===== config.mk =====
export PLATFORM = sky130hd
export DESIGN_NAME = i2c_slave_serial_port
export DESIGN_NICKNAME = d
export VERILOG_FILES = /design/src/i2c_slave_pkg.sv /design/src/i2c_slave_serial_port.sv /design/src/bus_line_sync.sv
export SDC_FILE = /design/constraint.sdc
export NUM_CORES = 1
export LEC_CHECK = 0
export BUFFER_PORTS_ARGS = -buffer_cell sky130_fd_sc_hd__buf_2
export CAP_MARGIN = 20
export CORE_MARGIN = 5
export CORE_UTILIZATION = 35
export DETAILED_ROUTE_END_ITERATION = 16
export SYNTH_ARGS = -nofsm -noshare
export SYNTH_HDL_FRONTEND = slang
export SYNTH_SLANG_ARGS = --single-unit

===== constraint.sdc =====
create_clock -name i_clk -period 3.1 [get_ports i_clk]
set_input_delay 0.31 -clock i_clk [delete_from_list [all_inputs] [get_ports i_clk]]
set_output_delay 0.31 -clock i_clk [all_outputs]
set_load 0.02 [all_outputs]

===== src/i2c_slave_pkg.sv =====
package i2c_slave_pkg;

  // ----------------------------------------------------------------
  // Control register fields
  // ----------------------------------------------------------------
  localparam int CTL_WCOL = 7;
  localparam int CTL_OV   = 6;
  localparam int CTL_EN   = 5;
  localparam int CTL_CKP  = 4;
  localparam int CTL_MODE = 0;

  // ----------------------------------------------------------------
  // Status register fields
  // ----------------------------------------------------------------
  localparam int ST_DA    = 5;
  localparam int ST_STOP  = 4;
  localparam int ST_START = 3;
  localparam int ST_RW    = 2;
  localparam int ST_UA    = 1;
  localparam int ST_BF    = 0;

  // ----------------------------------------------------------------
  // Reset values, mode codes, address pattern
  // ----------------------------------------------------------------
  localparam logic [7:0] CTL_RESET  = 8'h00;
  localparam logic [7:0] STAT_RESET = 8'h00;
  localparam logic [7:0] ADDR_RESET = 8'h00;
  localparam logic [7:0] BUF_RESET  = 8'h00;

  localparam logic [3:0] MODE_SLV7     = 4'h6;
  localparam logic [3:0] MODE_SLV10    = 4'h7;
  localparam logic [3:0] MODE_FWM      = 4'hB;
  localparam logic [3:0] MODE_SLV7_SP  = 4'hE;
  localparam logic [3:0] MODE_SLV10_SP = 4'hF;

  localparam logic [4:0] HDR10         = 5'h1E;
  localparam logic [3:0] BITS_PER_BYTE = 4'h8;

  localparam int DIR_SCL = 0;
  localparam int DIR_SDA = 1;

  // ----------------------------------------------------------------
  // Types
  // ----------------------------------------------------------------
  typedef enum logic [2:0] {
    S_IDLE  = 3'b000,
    S_RX    = 3'b001,
    S_ACK   = 3'b011,
    S_TX    = 3'b010,
    S_TXACK = 3'b110
  } state_t;

  typedef enum logic [1:0] {
    PH_ADDR = 2'b00,
    PH_LOW  = 2'b01,
    PH_DATA = 2'b11
  } phase_t;

  typedef struct packed {
    logic scl;
    logic sda;
    logic scl_rise;
    logic scl_fall;
    logic start;
    logic stop;
  } bus_t;

endpackage


===== src/i2c_slave_serial_port.sv =====
// Operation
// Port is inert until the port enable control bit 5 is set.
// Control bits 3..0 pick one of five bus modes.
// Pins are open-drain only when enabled, bus mode, both direction bits input.
// Slave serves 7-bit and 10-bit own addresses, ignores general call.
// As slave-transmitter the port drives outgoing data onto the data line.
// After enable, wait for START, then shift 8 bits on rising clock edges.
// On falling edge of eighth clock compare shift bits 7..1 with own address.
// Match with buffer empty and no overflow: load buffer, set full, ACK, flag.
// Buffer full or overflow: no load, no ACK, interrupt flag still set.
// Byte arriving while buffer full sets the overflow flag.
// Buffer read clears full; overflow cleared only by control write.
// Software clears the interrupt flag each byte and reads status.
// 10-bit header 11110 A9 A8 write must come first from master.
// Each 10-bit address byte sets flag, full, update; address write releases clock.
// 10-bit read after repeated START: flag and full set, update not set.
// Matched write address clears read/write status and loads buffer.
// One interrupt per data byte, received or transmitted.
// Matched read address sets read/write, loads buffer, ACKs, holds clock low.
// Software writes buffer, loading shift register, then sets clock release.
// Transmit eight bits, changing data on falling clock edges.
// Master acknowledge latched on ninth rising edge; NACK ends transfer, resets status.
// On master ACK software loads next byte and sets clock release.
// Master checks clock line before each pulse because slave may stretch.
// Clock release bit 0 holds clock low, 1 releases it.
// Mode codes 0110, 0111, 1011, 1110, 1111 as defined.
// Start and stop flags show last condition; cleared at reset and disabled.
// Bytes shift most significant bit first both directions.
`timescale 1ns/1ps
module i2c_slave_serial_port (
  // Clock and reset
  input  wire logic                i_clk,
  input  wire logic                i_rst,
  // Software access to control register
  input  wire logic                i_ctl_wr,
  input  wire logic [7:0]          i_ctl_wdata,
  output logic      [7:0]          o_control,
  // Software access to buffer register
  input  wire logic                i_buf_wr,
  input  wire logic [7:0]          i_buf_wdata,
  input  wire logic                i_buf_rd,
  output logic      [7:0]          o_buffer,
  // Software access to own-address register
  input  wire logic                i_addr_wr,
  input  wire logic [7:0]          i_addr_wdata,
  output logic      [7:0]          o_own_addr,
  // Status and interrupt flag
  output logic      [7:0]          o_status,
  input  wire logic                i_irq_clr,
  output logic                     o_port_irq,
  // Pin direction bits, 1 = input
  input  wire logic [1:0]          i_pin_dir,
  // Clock pin
  input  wire logic                i_scl,
  output logic                     o_scl,
  output logic                     o_scl_oe_n,
  // Data pin
  input  wire logic                i_sda,
  output logic                     o_sda,
  output logic                     o_sda_oe_n
);
  import i2c_slave_pkg::*;

  bus_t       bus;
  state_t     state_q,  state_d;
  phase_t     phase_q,  phase_d;
  logic [7:0] ctl_q,    ctl_d;
  logic [7:0] stat_q,   stat_d;
  logic [7:0] addr_q,   addr_d;
  logic [7:0] buf_q,    buf_d;
  logic [7:0] sr_q,     sr_d;
  logic [3:0] cnt_q,    cnt_d;
  logic       ack_q,    ack_d;
  logic       irq_q,    irq_d;
  logic       hi_q,     hi_d;
  logic       scl_lo_q, scl_lo_d;
  logic       sda_lo_q, sda_lo_d;

  logic [3:0] mode;
  logic       bus_mode;
  logic       slave_on;
  logic       ten_bit;
  logic       sp_irq;
  logic       active;
  logic       match;
  logic       go_tx;
  logic       is_addr;

  bus_line_sync u_sync (
    .i_clk (i_clk),
    .i_rst (i_rst),
    .i_scl (i_scl),
    .i_sda (i_sda),
    .o_bus (bus)
  );

  // ----------------------------------------------------------------
  // Mode decode
  // ----------------------------------------------------------------
  always_comb begin
    mode     = ctl_q[CTL_MODE +: 4];
    bus_mode = (mode == MODE_SLV7) || (mode == MODE_SLV10) || (mode == MODE_FWM) ||
               (mode == MODE_SLV7_SP) || (mode == MODE_SLV10_SP);
    slave_on = bus_mode && (mode != MODE_FWM);
    ten_bit  = (mode == MODE_SLV10) || (mode == MODE_SLV10_SP);
    sp_irq   = (mode == MODE_FWM) || (mode == MODE_SLV7_SP) || (mode == MODE_SLV10_SP);
    active   = ctl_q[CTL_EN] && bus_mode;
  end

  // ----------------------------------------------------------------
  // Address match on the received byte
  // ----------------------------------------------------------------
  always_comb begin
    match   = 1'b0;
    go_tx   = 1'b0;
    is_addr = (phase_q != PH_DATA);
    case (phase_q)
      PH_ADDR: begin
        if (!ten_bit) begin
          match = (sr_q[7:1] == addr_q[7:1]) && (sr_q[7:1] != 7'h00);
          go_tx = sr_q[0];
        end else if ((sr_q[7:3] == HDR10) && (sr_q[2:1] == addr_q[2:1])) begin
          match = !sr_q[0] || hi_q;
          go_tx = sr_q[0];
        end
      end
      PH_LOW: begin
        match = (sr_q == addr_q);
      end
      PH_DATA: begin
        match = 1'b1;
      end
      default: begin
        match = 1'b0;
      end
    endcase
  end

  // ----------------------------------------------------------------
  // Next-state logic
  // ----------------------------------------------------------------
  always_comb begin
    state_d  = state_q;
    phase_d  = phase_q;
    ctl_d    = ctl_q;
    stat_d   = stat_q;
    addr_d   = addr_q;
    buf_d    = buf_q;
    sr_d     = sr_q;
    cnt_d    = cnt_q;
    ack_d    = ack_q;
    irq_d    = irq_q;
    hi_d     = hi_q;
    scl_lo_d = 1'b0;
    sda_lo_d = 1'b0;

    // Software side effects first, so hardware sets win over clears
    if (i_irq_clr) begin
      irq_d = 1'b0;
    end
    if (i_buf_rd) begin
      stat_d[ST_BF] = 1'b0;
    end
    if (i_ctl_wr) begin
      ctl_d = i_ctl_wdata;
    end
    if (i_addr_wr) begin
      addr_d       = i_addr_wdata;
      stat_d[ST_UA] = 1'b0;
    end
    if (i_buf_wr) begin
      buf_d          = i_buf_wdata;
      sr_d           = i_buf_wdata;
      stat_d[ST_BF]  = 1'b1;
      if (state_q == S_TX && cnt_q != 4'h0) begin
        ctl_d[CTL_WCOL] = 1'b1;
      end
    end

    if (!active) begin
      state_d          = S_IDLE;
      phase_d          = PH_ADDR;
      cnt_d            = 4'h0;
      hi_d             = 1'b0;
      stat_d[ST_START] = 1'b0;
      stat_d[ST_STOP]  = 1'b0;
    end else if (bus.start) begin
      stat_d[ST_START] = 1'b1;
      stat_d[ST_STOP]  = 1'b0;
      if (sp_irq) begin
        irq_d = 1'b1;
      end
      if (slave_on) begin
        state_d = S_RX;
        phase_d = PH_ADDR;
        cnt_d   = 4'h0;
      end
    end else if (bus.stop) begin
      stat_d[ST_STOP]  = 1'b1;
      stat_d[ST_START] = 1'b0;
      if (sp_irq) begin
        irq_d = 1'b1;
      end
      state_d = S_IDLE;
      phase_d = PH_ADDR;
      hi_d    = 1'b0;
    end else begin
      case (state_q)
        S_IDLE: begin
          cnt_d = 4'h0;
        end
        S_RX: begin
          if (bus.scl_rise && cnt_q != BITS_PER_BYTE) begin
            sr_d  = {sr_q[6:0], bus.sda};
            cnt_d = cnt_q + 4'h1;
          end else if (bus.scl_fall && cnt_q == BITS_PER_BYTE) begin
            if (!match) begin
              state_d = S_IDLE;
            end else begin
              state_d = S_ACK;
              ack_d   = !stat_q[ST_BF] && !ctl_q[CTL_OV];
              if (!stat_q[ST_BF] && !ctl_q[CTL_OV]) begin
                buf_d         = sr_q;
                stat_d[ST_BF] = 1'b1;
              end
              if (stat_q[ST_BF]) begin
                ctl_d[CTL_OV] = 1'b1;
              end
              stat_d[ST_DA] = !is_addr;
              if (is_addr) begin
                stat_d[ST_RW] = go_tx;
              end
              if (ten_bit && is_addr && !go_tx) begin
                stat_d[ST_UA] = 1'b1;
              end
              if (phase_q == PH_ADDR && !(ten_bit && !go_tx)) begin
                phase_d = PH_DATA;
              end else if (phase_q == PH_ADDR) begin
                phase_d = PH_LOW;
              end else if (phase_q == PH_LOW) begin
                phase_d = PH_DATA;
                hi_d    = 1'b1;
              end
            end
          end
        end
        S_ACK: begin
          sda_lo_d = ack_q;
          if (bus.scl_fall) begin
            irq_d    = 1'b1;
            sda_lo_d = 1'b0;
            cnt_d    = 4'h0;
            if (stat_q[ST_RW] && ack_q) begin
              state_d         = S_TX;
              ctl_d[CTL_CKP]  = i_ctl_wr && i_ctl_wdata[CTL_CKP];
            end else begin
              state_d = S_RX;
            end
          end
        end
        S_TX: begin
          sda_lo_d = !sr_q[7];
          if (bus.scl_fall) begin
            sr_d  = {sr_q[6:0], 1'b1};
            cnt_d = cnt_q + 4'h1;
            if (cnt_q == BITS_PER_BYTE - 4'h1) begin
              state_d       = S_TXACK;
              sda_lo_d      = 1'b0;
              stat_d[ST_BF] = 1'b0;
            end else begin
              sda_lo_d = !sr_q[6];
            end
          end
        end
        S_TXACK: begin
          if (bus.scl_rise) begin
            ack_d = !bus.sda;
            if (bus.sda) begin
              phase_d         = PH_ADDR;
              stat_d[ST_DA]   = 1'b0;
              stat_d[ST_RW]   = 1'b0;
              stat_d[ST_UA]   = 1'b0;
              stat_d[ST_BF]   = 1'b0;
            end
          end else if (bus.scl_fall) begin
            irq_d          = 1'b1;
            state_d        = ack_q ? S_TX : S_IDLE;
            cnt_d          = 4'h0;
            stat_d[ST_DA]  = ack_q;
            ctl_d[CTL_CKP] = i_ctl_wr && i_ctl_wdata[CTL_CKP];
          end
        end
        default: begin
          state_d = S_IDLE;
        end
      endcase
    end

    // Clock stretch while release bit is low or an address update is pending
    if (active && slave_on && (!ctl_d[CTL_CKP] || stat_d[ST_UA]) &&
        (state_d == S_TX || state_d == S_RX || state_d == S_ACK)) begin
      scl_lo_d = !(state_d == S_ACK) && (state_q != S_RX || cnt_q == 4'h0);
    end
    if (!active || !slave_on) begin
      sda_lo_d = 1'b0;
    end
  end

  // ----------------------------------------------------------------
  // Registers
  // ----------------------------------------------------------------
  always_ff @(posedge i_clk or posedge i_rst) begin
    if (i_rst) begin
      state_q  <= S_IDLE;
      phase_q  <= PH_ADDR;
      ctl_q    <= CTL_RESET;
      stat_q   <= STAT_RESET;
      addr_q   <= ADDR_RESET;
      buf_q    <= BUF_RESET;
      sr_q     <= BUF_RESET;
      cnt_q    <= 4'h0;
      ack_q    <= 1'b0;
      irq_q    <= 1'b0;
      hi_q     <= 1'b0;
      scl_lo_q <= 1'b0;
      sda_lo_q <= 1'b0;
    end else begin
      state_q  <= state_d;
      phase_q  <= phase_d;
      ctl_q    <= ctl_d;
      stat_q   <= stat_d;
      addr_q   <= addr_d;
      buf_q    <= buf_d;
      sr_q     <= sr_d;
      cnt_q    <= cnt_d;
      ack_q    <= ack_d;
      irq_q    <= irq_d;
      hi_q     <= hi_d;
      scl_lo_q <= scl_lo_d;
      sda_lo_q <= sda_lo_d;
    end
  end

  // ----------------------------------------------------------------
  // Outputs, open drain only with both pins as inputs
  // ----------------------------------------------------------------
  always_comb begin
    o_control  = ctl_q;
    o_status   = stat_q;
    o_buffer   = buf_q;
    o_own_addr = addr_q;
    o_port_irq = irq_q;
    o_scl      = 1'b0;
    o_sda      = 1'b0;
    o_scl_oe_n = !(scl_lo_q && active && i_pin_dir[DIR_SCL] && i_pin_dir[DIR_SDA]);
    o_sda_oe_n = !(sda_lo_q && active && i_pin_dir[DIR_SCL] && i_pin_dir[DIR_SDA]);
  end

endmodule


===== src/bus_line_sync.sv =====
`timescale 1ns/1ps
module bus_line_sync (
  // Clock and reset
  input  wire logic                i_clk,
  input  wire logic                i_rst,
  // Bus lines
  input  wire logic                i_scl,
  input  wire logic                i_sda,
  // Sampled lines and events
  output i2c_slave_pkg::bus_t      o_bus
);
  import i2c_slave_pkg::*;

  logic [1:0] line_in;
  logic [1:0] meta_q;
  logic [1:0] meta_d;
  logic [1:0] sync_q;
  logic [1:0] sync_d;
  logic [1:0] prev_q;
  logic [1:0] prev_d;

  assign line_in = {i_sda, i_scl};

  // ----------------------------------------------------------------
  // Two-stage synchroniser per line, idle high
  // ----------------------------------------------------------------
  genvar g;
  generate
    for (g = 0; g < 2; g++) begin : g_line
      always_comb begin
        meta_d[g] = line_in[g];
        sync_d[g] = meta_q[g];
        prev_d[g] = sync_q[g];
      end
      always_ff @(posedge i_clk or posedge i_rst) begin
        if (i_rst) begin
          meta_q[g] <= 1'b1;
          sync_q[g] <= 1'b1;
          prev_q[g] <= 1'b1;
        end else begin
          meta_q[g] <= meta_d[g];
          sync_q[g] <= sync_d[g];
          prev_q[g] <= prev_d[g];
        end
      end
    end
  endgenerate

  // ----------------------------------------------------------------
  // Edges and bus conditions
  // ----------------------------------------------------------------
  always_comb begin
    o_bus.scl      = sync_q[0];
    o_bus.sda      = sync_q[1];
    o_bus.scl_rise = sync_q[0] & ~prev_q[0];
    o_bus.scl_fall = ~sync_q[0] & prev_q[0];
    o_bus.start    = sync_q[0] & prev_q[0] & prev_q[1] & ~sync_q[1];
    o_bus.stop     = sync_q[0] & prev_q[0] & ~prev_q[1] & sync_q[1];
  end

endmodule


==> results of run 1 <==
[flip-flops by register name (all words and copies together) (netlist names)]
name           cells
o_own_addr         8
sda_lo_q           1
state_q            3
o_port_irq         1
sr_q               8
o_buffer           8
u_sync.prev_q      2
o_status           6
o_control          8
u_sync.meta_q      2
ack_q              1
u_sync.o_bus       2
scl_lo_q           1
phase_q            2
cnt_q              4
hi_q               1
[stage by stage]
step | instances | total power [mW]
3_3_place_gp | 484 | 1.14
5_1_grt | 500 | 2.11
3_5_place_dp | 484 | 1.15
2_1_floorplan | 319 | 1.04
6_report | 500 | 2.02
4_1_cts | 500 | 2.04
[kinds of logic after synthesis]
family / count (synthesis)
compound gates: 73
xor+xnor: 9
mux: 41
fa+ha+maj: 5
flops: 58
buf+inv: 30
other cells: 1
simple gates: 99
[Yosys cell counts (2+ instances only)]
master,instances
nand4b_1,2
nand2b_1,6
ha_1,5
dfstp_2,6
nand2_1,32
and2_1,2
buf_4,4
mux2_2,30
nor2b_1,4
or3_1,2
o31ai_1,2
nand3_1,9
nor3b_1,3
o21bai_1,2
and3_1,3
mux2i_1,9
inv_1,14
a21oi_1,19
o21ai_0,20
xor2_1,6
xnor2_1,3
a31oi_1,5
nor2_1,13
dfrtp_1,52
nor3_1,4
nand4_1,7
or2_2,2
a21o_1,3
clkbuf_1,10
buf_1,2
o22ai_1,3
nand3b_1,3
a211oi_1,2
[final cells by class]
class / count / area [µm²] / share of cell area (%)
Clock buffer: 12 / 155 / 3.98
Clock inverter: 4 / 97.6 / 2.50
Inverter: 14 / 52.6 / 1.35
Multi-Input combinational cell: 231 / 1620 / 41.5
Sequential cell: 58 / 1460 / 37.4
Tap cell: 108 / 135 / 3.47
Timing Repair Buffer: 73 / 380 / 9.76
[metal layers]
metal / part of all wire [%] / routed length [µm] / up-vias
li1: - / - / 1274
met1: 45 / 3710 / 1270
met2: 48 / 3910 / 87
met3: 6.2 / 508 / 9
met4: 1.1 / 88 / 0
met5: 0 / 0 / -
[worst max path at each step]
stage,start,endpoint,slack [ps],cells after the start
after global placement,sr_q[6],o_status[5],430,7
after floorplan,o_own_addr[2],o_status[5],540,7
final,sr_q[6],o_status[5],410,7
after global routing,u_sync.o_bus[5],cnt_q[3],260,7
after detailed placement,sr_q[2],o_status[5],420,7
after CTS,sr_q[6],o_status[5],410,7
[where the power goes]
| part | switching (mW) | internal (mW) |
|---|---|---|
| clock network | 0.310 | 0.578 |
| registers | 0.0565 | 0.807 |
| logic | 0.153 | 0.114 |
| total | 0.520 | 1.50 |
==> impl_metrics.env, run 1 <==
export IMPL_status="complete, no violations"
export IMPL_cts_buffer_depth=2
export IMPL_grt_overflow_total=0
export IMPL_die_w_um=106
export IMPL_relSlewSlack_pct=41.2
export IMPL_synthAdderAreaFrac_pct=1.96
export IMPL_cp_arrival_ps=2920
export IMPL_yosys_top_cells_area="dfrtp_1 41%, mux2_2 11%, dfstp_2 4.9%"
export IMPL_grt_total_usage_pct=15.6
export IMPL_cts_hold_buf=0
export IMPL_yosysUniqueCellTypes=60
export IMPL_via_per_inst=5.28
export IMPL_ff2ff_setup_slack_ps=410
export IMPL_synthSimpleGateAreaFrac_pct=16.1
export IMPL_diodes=0
export IMPL_drt_wl_total_mm=8.21
export IMPL_async_flop_share_pct=100
export IMPL_fin_ws_ps=407
export IMPL_yosys_warnings=0
export IMPL_p_leak_nw=1.74
export IMPL_synth_top_family_by_area="simple AND/OR/NAND/NOR gates"
export IMPL_fmax_mhz=371
export IMPL_fin_crit_sh_pct=86.9
export IMPL_hold_path_end="u_sync.meta_q[0]"
export IMPL_numPortBuffers=67
export IMPL_busiest_layer="met2"
export IMPL_dpl_hpwl_mm=6.08
export IMPL_drc_errors=0
export IMPL_die_y_um=106
export IMPL_crit_required_ps=3330
export IMPL_use_met2_pct=24.6
export IMPL_hold_path_startpoint="i_scl"
export IMPL_grt_max_degree=59
export IMPL_endpoint_kind="flop"
export IMPL_muxShareOfSynthArea_pct=14.2
export IMPL_syn_to_final_growth_pct=22.1
export IMPL_finalMaxSlewViolations=0
export IMPL_cp_slowest_cell="dfrtp_1"
export IMPL_ant_nets=0
export IMPL_antenna_found_initial=0
export IMPL_cts_made_buffers=9
export IMPL_tns_ps=0
export IMPL_min_period_ps=2690
export IMPL_worstPathMaxFanout=7
export IMPL_cts_sinks=58
export IMPL_finalSetupViolCount=0
export IMPL_io_pins=72
export IMPL_dieArea_um2=11100
export IMPL_synth_compound_area_share_pct=15.4
export IMPL_power_density_nw_per_um2=518
export IMPL_cpLargestDelayFamily="compound AO/OA/AOI/OAI gates"
export IMPL_start_kind="flop"
export IMPL_gp_congestion=0.881
export IMPL_critical_path_buf_inv_count=0
export IMPL_hold_depth=1
export IMPL_ctsRootBufferMaster="clkbuf_8"
export IMPL_ys_flop_type="dfrtp_1"
export IMPL_htreeDepth=3
export IMPL_cts_resized=0
export IMPL_grt_pass1_vias=2769
export IMPL_syn_mean_instance_area_um2=10.1
export IMPL_netlist_instances=316
export IMPL_grt_pass1_wl_mm=13.9
export IMPL_vias=2640
export IMPL_max_stage_delay_ps=500
export IMPL_grt_use_met1_pct=20.9
export IMPL_skew_ps=10.0
export IMPL_drive_above_1_share_pct=35.2
export IMPL_yosys_area_top_type="dfrtp_1"
export IMPL_insertion_delay_ps=350
export IMPL_use_met3_pct=4.03
export IMPL_whs_ps=64.1
export IMPL_r2r_end="o_status[5]"
export IMPL_timing_rr_start="sr_q[6]"
export IMPL_first_pass_iters=4
export IMPL_num_rows=34
export IMPL_hp_class="primary input to flop"
export IMPL_path_clk_slew_ps=70
export IMPL_coreArea_um2=8810
export IMPL_hold_viol=0
export IMPL_tightest_slew_ps=879
export IMPL_synth_area_um2=3190
export IMPL_cts_tree="done"
export IMPL_rsz0062_at_grt="false"
export IMPL_ys_ff_latch=58
export IMPL_nets=427
export IMPL_final_common_cell="buf_2"
export IMPL_post_cts_buffers=0
export IMPL_synth_edf_count=0
export IMPL_start_util_pct=36.3
export IMPL_rr_worst_depth=7
export IMPL_utilization_pct=44.3
export IMPL_synth_top_cell_area_share_pct=40.7
export IMPL_critPathKind="flop to flop"
export IMPL_crit_chain="xor2_1 > or4_4 > o31ai_2 > o221ai_2 > a221oi_4 > o211ai_2 > mux2_4"
export IMPL_final_cell_mix="67 x buf_2, 52 x dfrtp_1, 32 x nand2_1"
export IMPL_wl_per_cell_um=16.4
export IMPL_placed_cell_area_um2=3650
export IMPL_final_area_um2=3900
export IMPL_seq_area_frac_synth_pct=45.7
export IMPL_drt_iter0_drc=102
export IMPL_synth_xor_area_share_pct=2.47
export IMPL_dp_slack_ps=421
export IMPL_ir_drop_mv=0.265
export IMPL_fillers=870
export IMPL_maxCapViolations=0
No activity file was read; power rests on OpenSTA's default activity.
==> inputs of run 2 (changes only) <==
- SYNTH_HIERARCHICAL: unset -> 1
==> run 2 against run 1 <==
Global-route usage is 0.24 points higher. Clock skew is 1.6 ps higher. Worst setup slack better by 140 ps.
==> impl_metrics.env, run 2 <==
export IMPL_status="complete, no violations"
export IMPL_netlist_instances=320
export IMPL_yosys_warnings=6
export IMPL_io_pins=72
export IMPL_p_leak_nw=1.68
export IMPL_hold_viol=0
export IMPL_gp_congestion=0.892
export IMPL_dp_slack_ps=578
export IMPL_ir_drop_mv=0.194
export IMPL_via_per_inst=5.35
export IMPL_synth_edf_count=0
export IMPL_post_cts_buffers=0
export IMPL_vias=2696
export IMPL_cts_buffer_depth=2
export IMPL_drt_wl_total_mm=8.34
export IMPL_antenna_found_initial=0
export IMPL_cts_resized=0
export IMPL_ys_flop_type="dfrtp_1"
export IMPL_tightest_slew_ps=585
export IMPL_synthTopCellsByCount="52 x dfrtp_1, 34 x nand2_1, 31 x nor2_1"
export IMPL_yosys_area_top_type="dfrtp_1"
export IMPL_critPathKind="flop to flop"
export IMPL_synth_area_um2=3100
export IMPL_fmax_mhz=391
export IMPL_hp_class="primary input to async pin"
export IMPL_num_rows=34
export IMPL_seq_area_frac_synth_pct=47.1
export IMPL_syn_mean_instance_area_um2=9.67
export IMPL_cts_made_buffers=9
export IMPL_coreArea_um2=8680
export IMPL_ff2ff_setup_slack_ps=540
export IMPL_fillers=901
export IMPL_first_pass_iters=6
export IMPL_async_flop_share_pct=100
export IMPL_nets=429
export IMPL_grt_overflow_total=0
export IMPL_endpoint_kind="flop"
export IMPL_grt_max_degree=28
export IMPL_yosysUniqueCellTypes=54
export IMPL_htreeDepth=3
export IMPL_diodes=0
export IMPL_ctsRootBufferMaster="clkbuf_8"
export IMPL_syn_to_final_growth_pct=19.2
export IMPL_max_stage_delay_ps=550
export IMPL_drt_iter0_drc=170
export IMPL_crit_chain="xor2_1 > nor4_1 > a41oi_1 > a21oi_4 > nand4_1 > a32o_1 > nor3_2"
export IMPL_utilization_pct=42.5
export IMPL_cp_arrival_ps=2810
export IMPL_numPortBuffers=67
export IMPL_cpLargestDelayFamily="compound AO/OA/AOI/OAI gates"
export IMPL_cp_slowest_cell="nor4_1"
export IMPL_grt_total_usage_pct=15.8
export IMPL_path_clk_slew_ps=70
export IMPL_dpl_hpwl_mm=6.49
export IMPL_yosys_top_cells_area="dfrtp_1 42%, mux2i_1 5.8%, dfstp_2 5.1%"
export IMPL_fin_crit_sh_pct=82.5
export IMPL_synth_most_common_cell="dfrtp_1"
export IMPL_die_w_um=104
export IMPL_tns_ps=0
export IMPL_drc_errors=0
export IMPL_start_kind="flop"
export IMPL_final_cell_mix="67 x buf_2, 52 x dfrtp_1, 34 x nand2_1"
export IMPL_insertion_delay_ps=340
export IMPL_cts_sinks=58
export IMPL_power_density_nw_per_um2=469
export IMPL_relSlewSlack_pct=60.6
export IMPL_synth_top_cell_area_share_pct=42.0
export IMPL_start_util_pct=35.7
export IMPL_finalMaxSlewViolations=0
export IMPL_min_period_ps=2560
export IMPL_finalSetupViolCount=0
export IMPL_crit_required_ps=3350
export IMPL_worstPathMaxFanout=7
export IMPL_die_y_um=104
export IMPL_skew_ps=11.7
export IMPL_grt_pass1_wl_mm=13.8
export IMPL_grt_pass1_vias=2643
export IMPL_cts_hold_buf=0
export IMPL_ant_nets=0
export IMPL_wl_per_cell_um=16.6
export IMPL_cts_tree="done"
export IMPL_final_common_cell="buf_2"
export IMPL_drive_above_1_share_pct=30.3
export IMPL_critical_path_buf_inv_count=0
export IMPL_maxCapViolations=0
export IMPL_fin_ws_ps=544
export IMPL_rsz0062_at_grt="false"
export IMPL_ys_ff_latch=58
export IMPL_dieArea_um2=10800
[run 2: cell types whose count changed after synthesis, sizes merged, moves of 3 or more]
cell | previous run | this run
mux2i | 9 | 18
nor2 | 13 | 31
a21oi | 19 | 28
nand2b | 6 | 1
ha | 5 | 2
a31oi | 5 | 2
nor3 | 5 | 9
mux2 | 32 | 14
[run 2: worst paths after layout]
path	from	end	cells past startpoint
max in group asynchronous	i_rst	phase_q[1]	3
worst max register to register	sr_q[2]	scl_lo_q	7
worst min register to register	u_sync/meta_q[0]	u_sync/o_bus[5]	0
worst min-delay path	i_rst	o_control[5]	2
min in group i_clk	i_scl	u_sync/meta_q[0]	1
worst max-delay path	sr_q[2]	scl_lo_q	7
[run 2: cell families after synthesis]
logic type      after synthesis  share of synthesized area [%]
other cells                   1                          0.121
compound gates               75                           14.9
mux                          32                           10.9
buf+inv                      27                           4.69
fa+ha+maj                     2                          0.808
flops                        58                           47.1
xor+xnor                      8                           2.26
simple gates                117                           19.2
[run 2: final cells by class]
type / count / area, µm² / share of cell area [%]
clock buffer: 10 / 138 / 3.73
tap: 108 / 135 / 3.66
multi-input combinational: 238 / 1500 / 40.7
sequential: 58 / 1460 / 39.5
inverter: 12 / 45.0 / 1.22
clock inverter: 5 / 31.3 / 0.847
timing repair buffer: 73 / 380 / 10.3
[run 2: per-stage QoR]
step,instance area [µm²],cells,total power [mW],hold WS (ps)
3_5_place_dp,3520,489,1.14,351
4_1_cts,3690,504,1.75,56.5
6_report,3690,504,1.73,38.2
2_1_floorplan,3110,323,1.04,309
5_1_grt,3690,504,1.82,47.5
3_3_place_gp,3520,489,1.14,346
[run 2: where the power goes]
group          internal, mW  switching [mW]
Clock                 0.304           0.302
Sequential            0.808          0.0572
Combinational         0.107           0.155
Total                  1.22           0.514
[run 2: routing by layer]
layer / up-vias / track usage [%] / routed length [µm]
li1: 1282 / - / -
met1: 1302 / 21.3 / 3740
met2: 101 / 25.1 / 3930
met3: 11 / 3.85 / 576
met4: 0 / 4.72 / 99
met5: - / 0 / 0
==> inputs of run 3 (changes only) <==
- ABC_AREA: unset -> 1
- clock period: 3.1 -> 2.4 ns (I/O delays scaled with it)
==> run 3 against run 2 <==
Worst setup slack got worse by 360 ps. Non-clock buffer count rose by 6. Register-to-register slack got worse by 360 ps. Clock power rose by 46%. Die area rose by 5.2%.
==> impl_metrics.env, run 3 <==
export IMPL_grt_pass1_vias=3084
export IMPL_synth_top_cell_area_share_pct=39.7
export IMPL_first_pass_iters=4
export IMPL_hold_viol=0
export IMPL_gp_congestion=0.913
export IMPL_yosys_top_cells_area="dfrtp_1 40%, nand2_1 14%, inv_1 7.3%"
export IMPL_crit_required_ps=2670
export IMPL_vias=3150
export IMPL_rsz0062_at_grt="false"
export IMPL_fmax_mhz=451
export IMPL_insertion_delay_ps=340
export IMPL_p_total_mw=2.34
export IMPL_diodes=0
export IMPL_cp_arrival_ps=2490
export IMPL_start_util_pct=35.6
export IMPL_placed_cell_area_um2=3740
export IMPL_netlist_instances=447
export IMPL_finalMaxSlewViolations=0
export IMPL_ys_flop_type="dfrtp_1"
export IMPL_grt_max_degree=53
export IMPL_critPathKind="flop to flop"
export IMPL_syn_mean_instance_area_um2=7.33
export IMPL_endpoint_kind="flop"
export IMPL_tightest_slew_ps=683
export IMPL_finalSetupViolCount=0
export IMPL_coreArea_um2=9200
export IMPL_layout_cells_non_filler=644
export IMPL_wl_per_cell_um=14.0
export IMPL_yosysUniqueCellTypes=40
export IMPL_cts_tree="done"
export IMPL_ir_drop_mv=0.276
export IMPL_post_place_cells=624
export IMPL_cts_sinks=58
export IMPL_grt_total_usage_pct=16.6
export IMPL_cpLargestDelayFamily="simple AND/OR/NAND/NOR gates"
export IMPL_die_y_um=107
export IMPL_power_density_nw_per_um2=588
export IMPL_worstPathMaxFanout=8
export IMPL_die_w_um=107
export IMPL_syn_to_final_growth_pct=21.7
export IMPL_htreeDepth=3
export IMPL_crit_chain="inv_1 > nand2_1 > nor2_4 > nor2_2 > inv_1 > nor2_2 > buf_4 > o211ai_1 > nor2_1 > nand3_1 > nand2_1 > nand2_1 > a21oi_1 > nand2_1 > nor2_1"
export IMPL_ctsRootBufferMaster="clkbuf_8"
export IMPL_final_area_um2=3990
export IMPL_yosys_area_top_type="dfrtp_1"
export IMPL_grt_pass1_wl_mm=15.1
export IMPL_grt_overflow_total=0
export IMPL_dieArea_um2=11400
export IMPL_maxCapViolations=0
export IMPL_synth_area_um2=3280
export IMPL_synthTopCellsByCount="124 x nand2_1, 64 x inv_1, 52 x dfrtp_1"
export IMPL_yosys_warnings=6
export IMPL_fin_crit_sh_pct=92.4
export IMPL_numPortBuffers=67
export IMPL_fin_ws_ps=183
export IMPL_final_cell_mix="123 x nand2_1, 67 x buf_2, 63 x inv_1"
export IMPL_dpl_hpwl_mm=7.10
export IMPL_relSlewSlack_pct=54.5
export IMPL_antenna_found_initial=0
export IMPL_status="complete, no violations"
export IMPL_synth_most_common_cell="nand2_1"
export IMPL_nets=565
export IMPL_hp_class="primary input to async pin"
export IMPL_num_rows=35
export IMPL_ys_ff_latch=58
export IMPL_drt_wl_total_mm=9.04
export IMPL_dp_slack_ps=-7.57
export IMPL_final_common_cell="nand2_1"
export IMPL_start_kind="flop"
export IMPL_cts_buffer_depth=2
export IMPL_p_leak_nw=2.11
export IMPL_skew_ps=10.3
export IMPL_ant_nets=0
export IMPL_utilization_pct=43.4
export IMPL_io_pins=72
export IMPL_critical_path_most_common_cell="nand2_1"
export IMPL_seq_area_frac_synth_pct=44.5
export IMPL_path_clk_slew_ps=70
export IMPL_cts_made_buffers=9
export IMPL_drive_above_1_share_pct=23.1
export IMPL_async_flop_share_pct=100
export IMPL_max_stage_delay_ps=580
export IMPL_synth_edf_count=0
export IMPL_drc_errors=0
export IMPL_drt_iter0_drc=175
export IMPL_cp_slowest_cell="dfstp_2"
export IMPL_via_per_inst=4.89
export IMPL_critical_path_buf_inv_count=3
export IMPL_min_period_ps=2220
-- run 3: cell types whose count changed in the layout (fill, tap and decap cells not counted), sizes merged, moves of 13 or more --
| cell | change |
|---|---|
| a21oi | -18 |
| mux2i | -17 |
| inv | +55 |
| nor2 | +25 |
| o21ai | +24 |
| mux2 | -14 |
| nand2 | +94 |
| nand3 | +13 |
-- run 3: timing repair --
action | in CTS | in global routing
hold endpoints to repair | 2 | 0
pin swaps | 0 | 0
gates resized for setup | 1 | 7
setup endpoints to repair | 2 | 16
hold buffers | 2 | 0
setup buffers | 0 | 2
-- run 3: cell families (layout without fill, tap and decap cells) --
family	Yosys count	after routing	synth area share, %
DFF	58	58	44.5
buffers and inverters	79	162	10.1
xor gates and xnor gates	7	7	1.87
other	1	4	0.114
AOI/OAI and AO/OA	79	79	14.1
muxes	1	1	0.306
adders and majority gates	2	2	0.764
and+or+nand+nor	220	220	28.2
-- run 3: area by class of cell --
cell class              count  area (µm²)
inverters                  67         251
repair buffers             79         430
flip-flops and latches     58        1460
well taps                 111         139
fillers                   994        5210
clock inverters             5        55.1
clock buffers              11         131
multi-input cells         313        1520
-- run 3: worst paths after layout --
check | start | endpoint | slack (ps) | cells past startpoint
setup / recovery | u_sync/o_bus[4] | scl_lo_q | 180 | 15
hold / removal | i_rst | u_sync/prev_q[1] | 70 | 2
setup reg to reg | u_sync/o_bus[4] | scl_lo_q | 180 | 15
hold reg to reg | u_sync/meta_q[0] | u_sync/o_bus[5] | 360 | 0
max in group asynchronous | i_rst | sr_q[7] | 1840 | 3
min in group i_clk | i_irq_clr | o_port_irq | 80 | 2
-- run 3: report_power, final --
part | internal, mW | total, mW | switching [mW]
clock | 0.476 | 0.881 | 0.405
sequential | 1.04 | 1.10 | 0.0559
combinational | 0.129 | 0.368 | 0.239
total | 1.64 | 2.34 | 0.700
-- run 3: through the flow --
stage,hold slack [ps],setup TNS (ps)
after global routing,65.4,0
after floorplan,239,0
after global placement,346,0
final,69.8,0
after detailed placement,346,-7.57
after CTS,52.8,0
-- run 3: worst reg2reg max path: cells and delay by family, from the launching register on --
family	cells	cell delay (ps)
flops	1	580
compound gates	2	280
buf+inv	3	320
simple gates	10	970
-- run 3: routing by layer --
layer  GRT usage [%]  vias to the layer above  wire [µm]
li1                -                     1574          -
met1            23.5                     1461       4310
met2            24.0                       99       4000
met3            4.27                       16        511
met4            6.94                        0        224
met5               0                        -          0
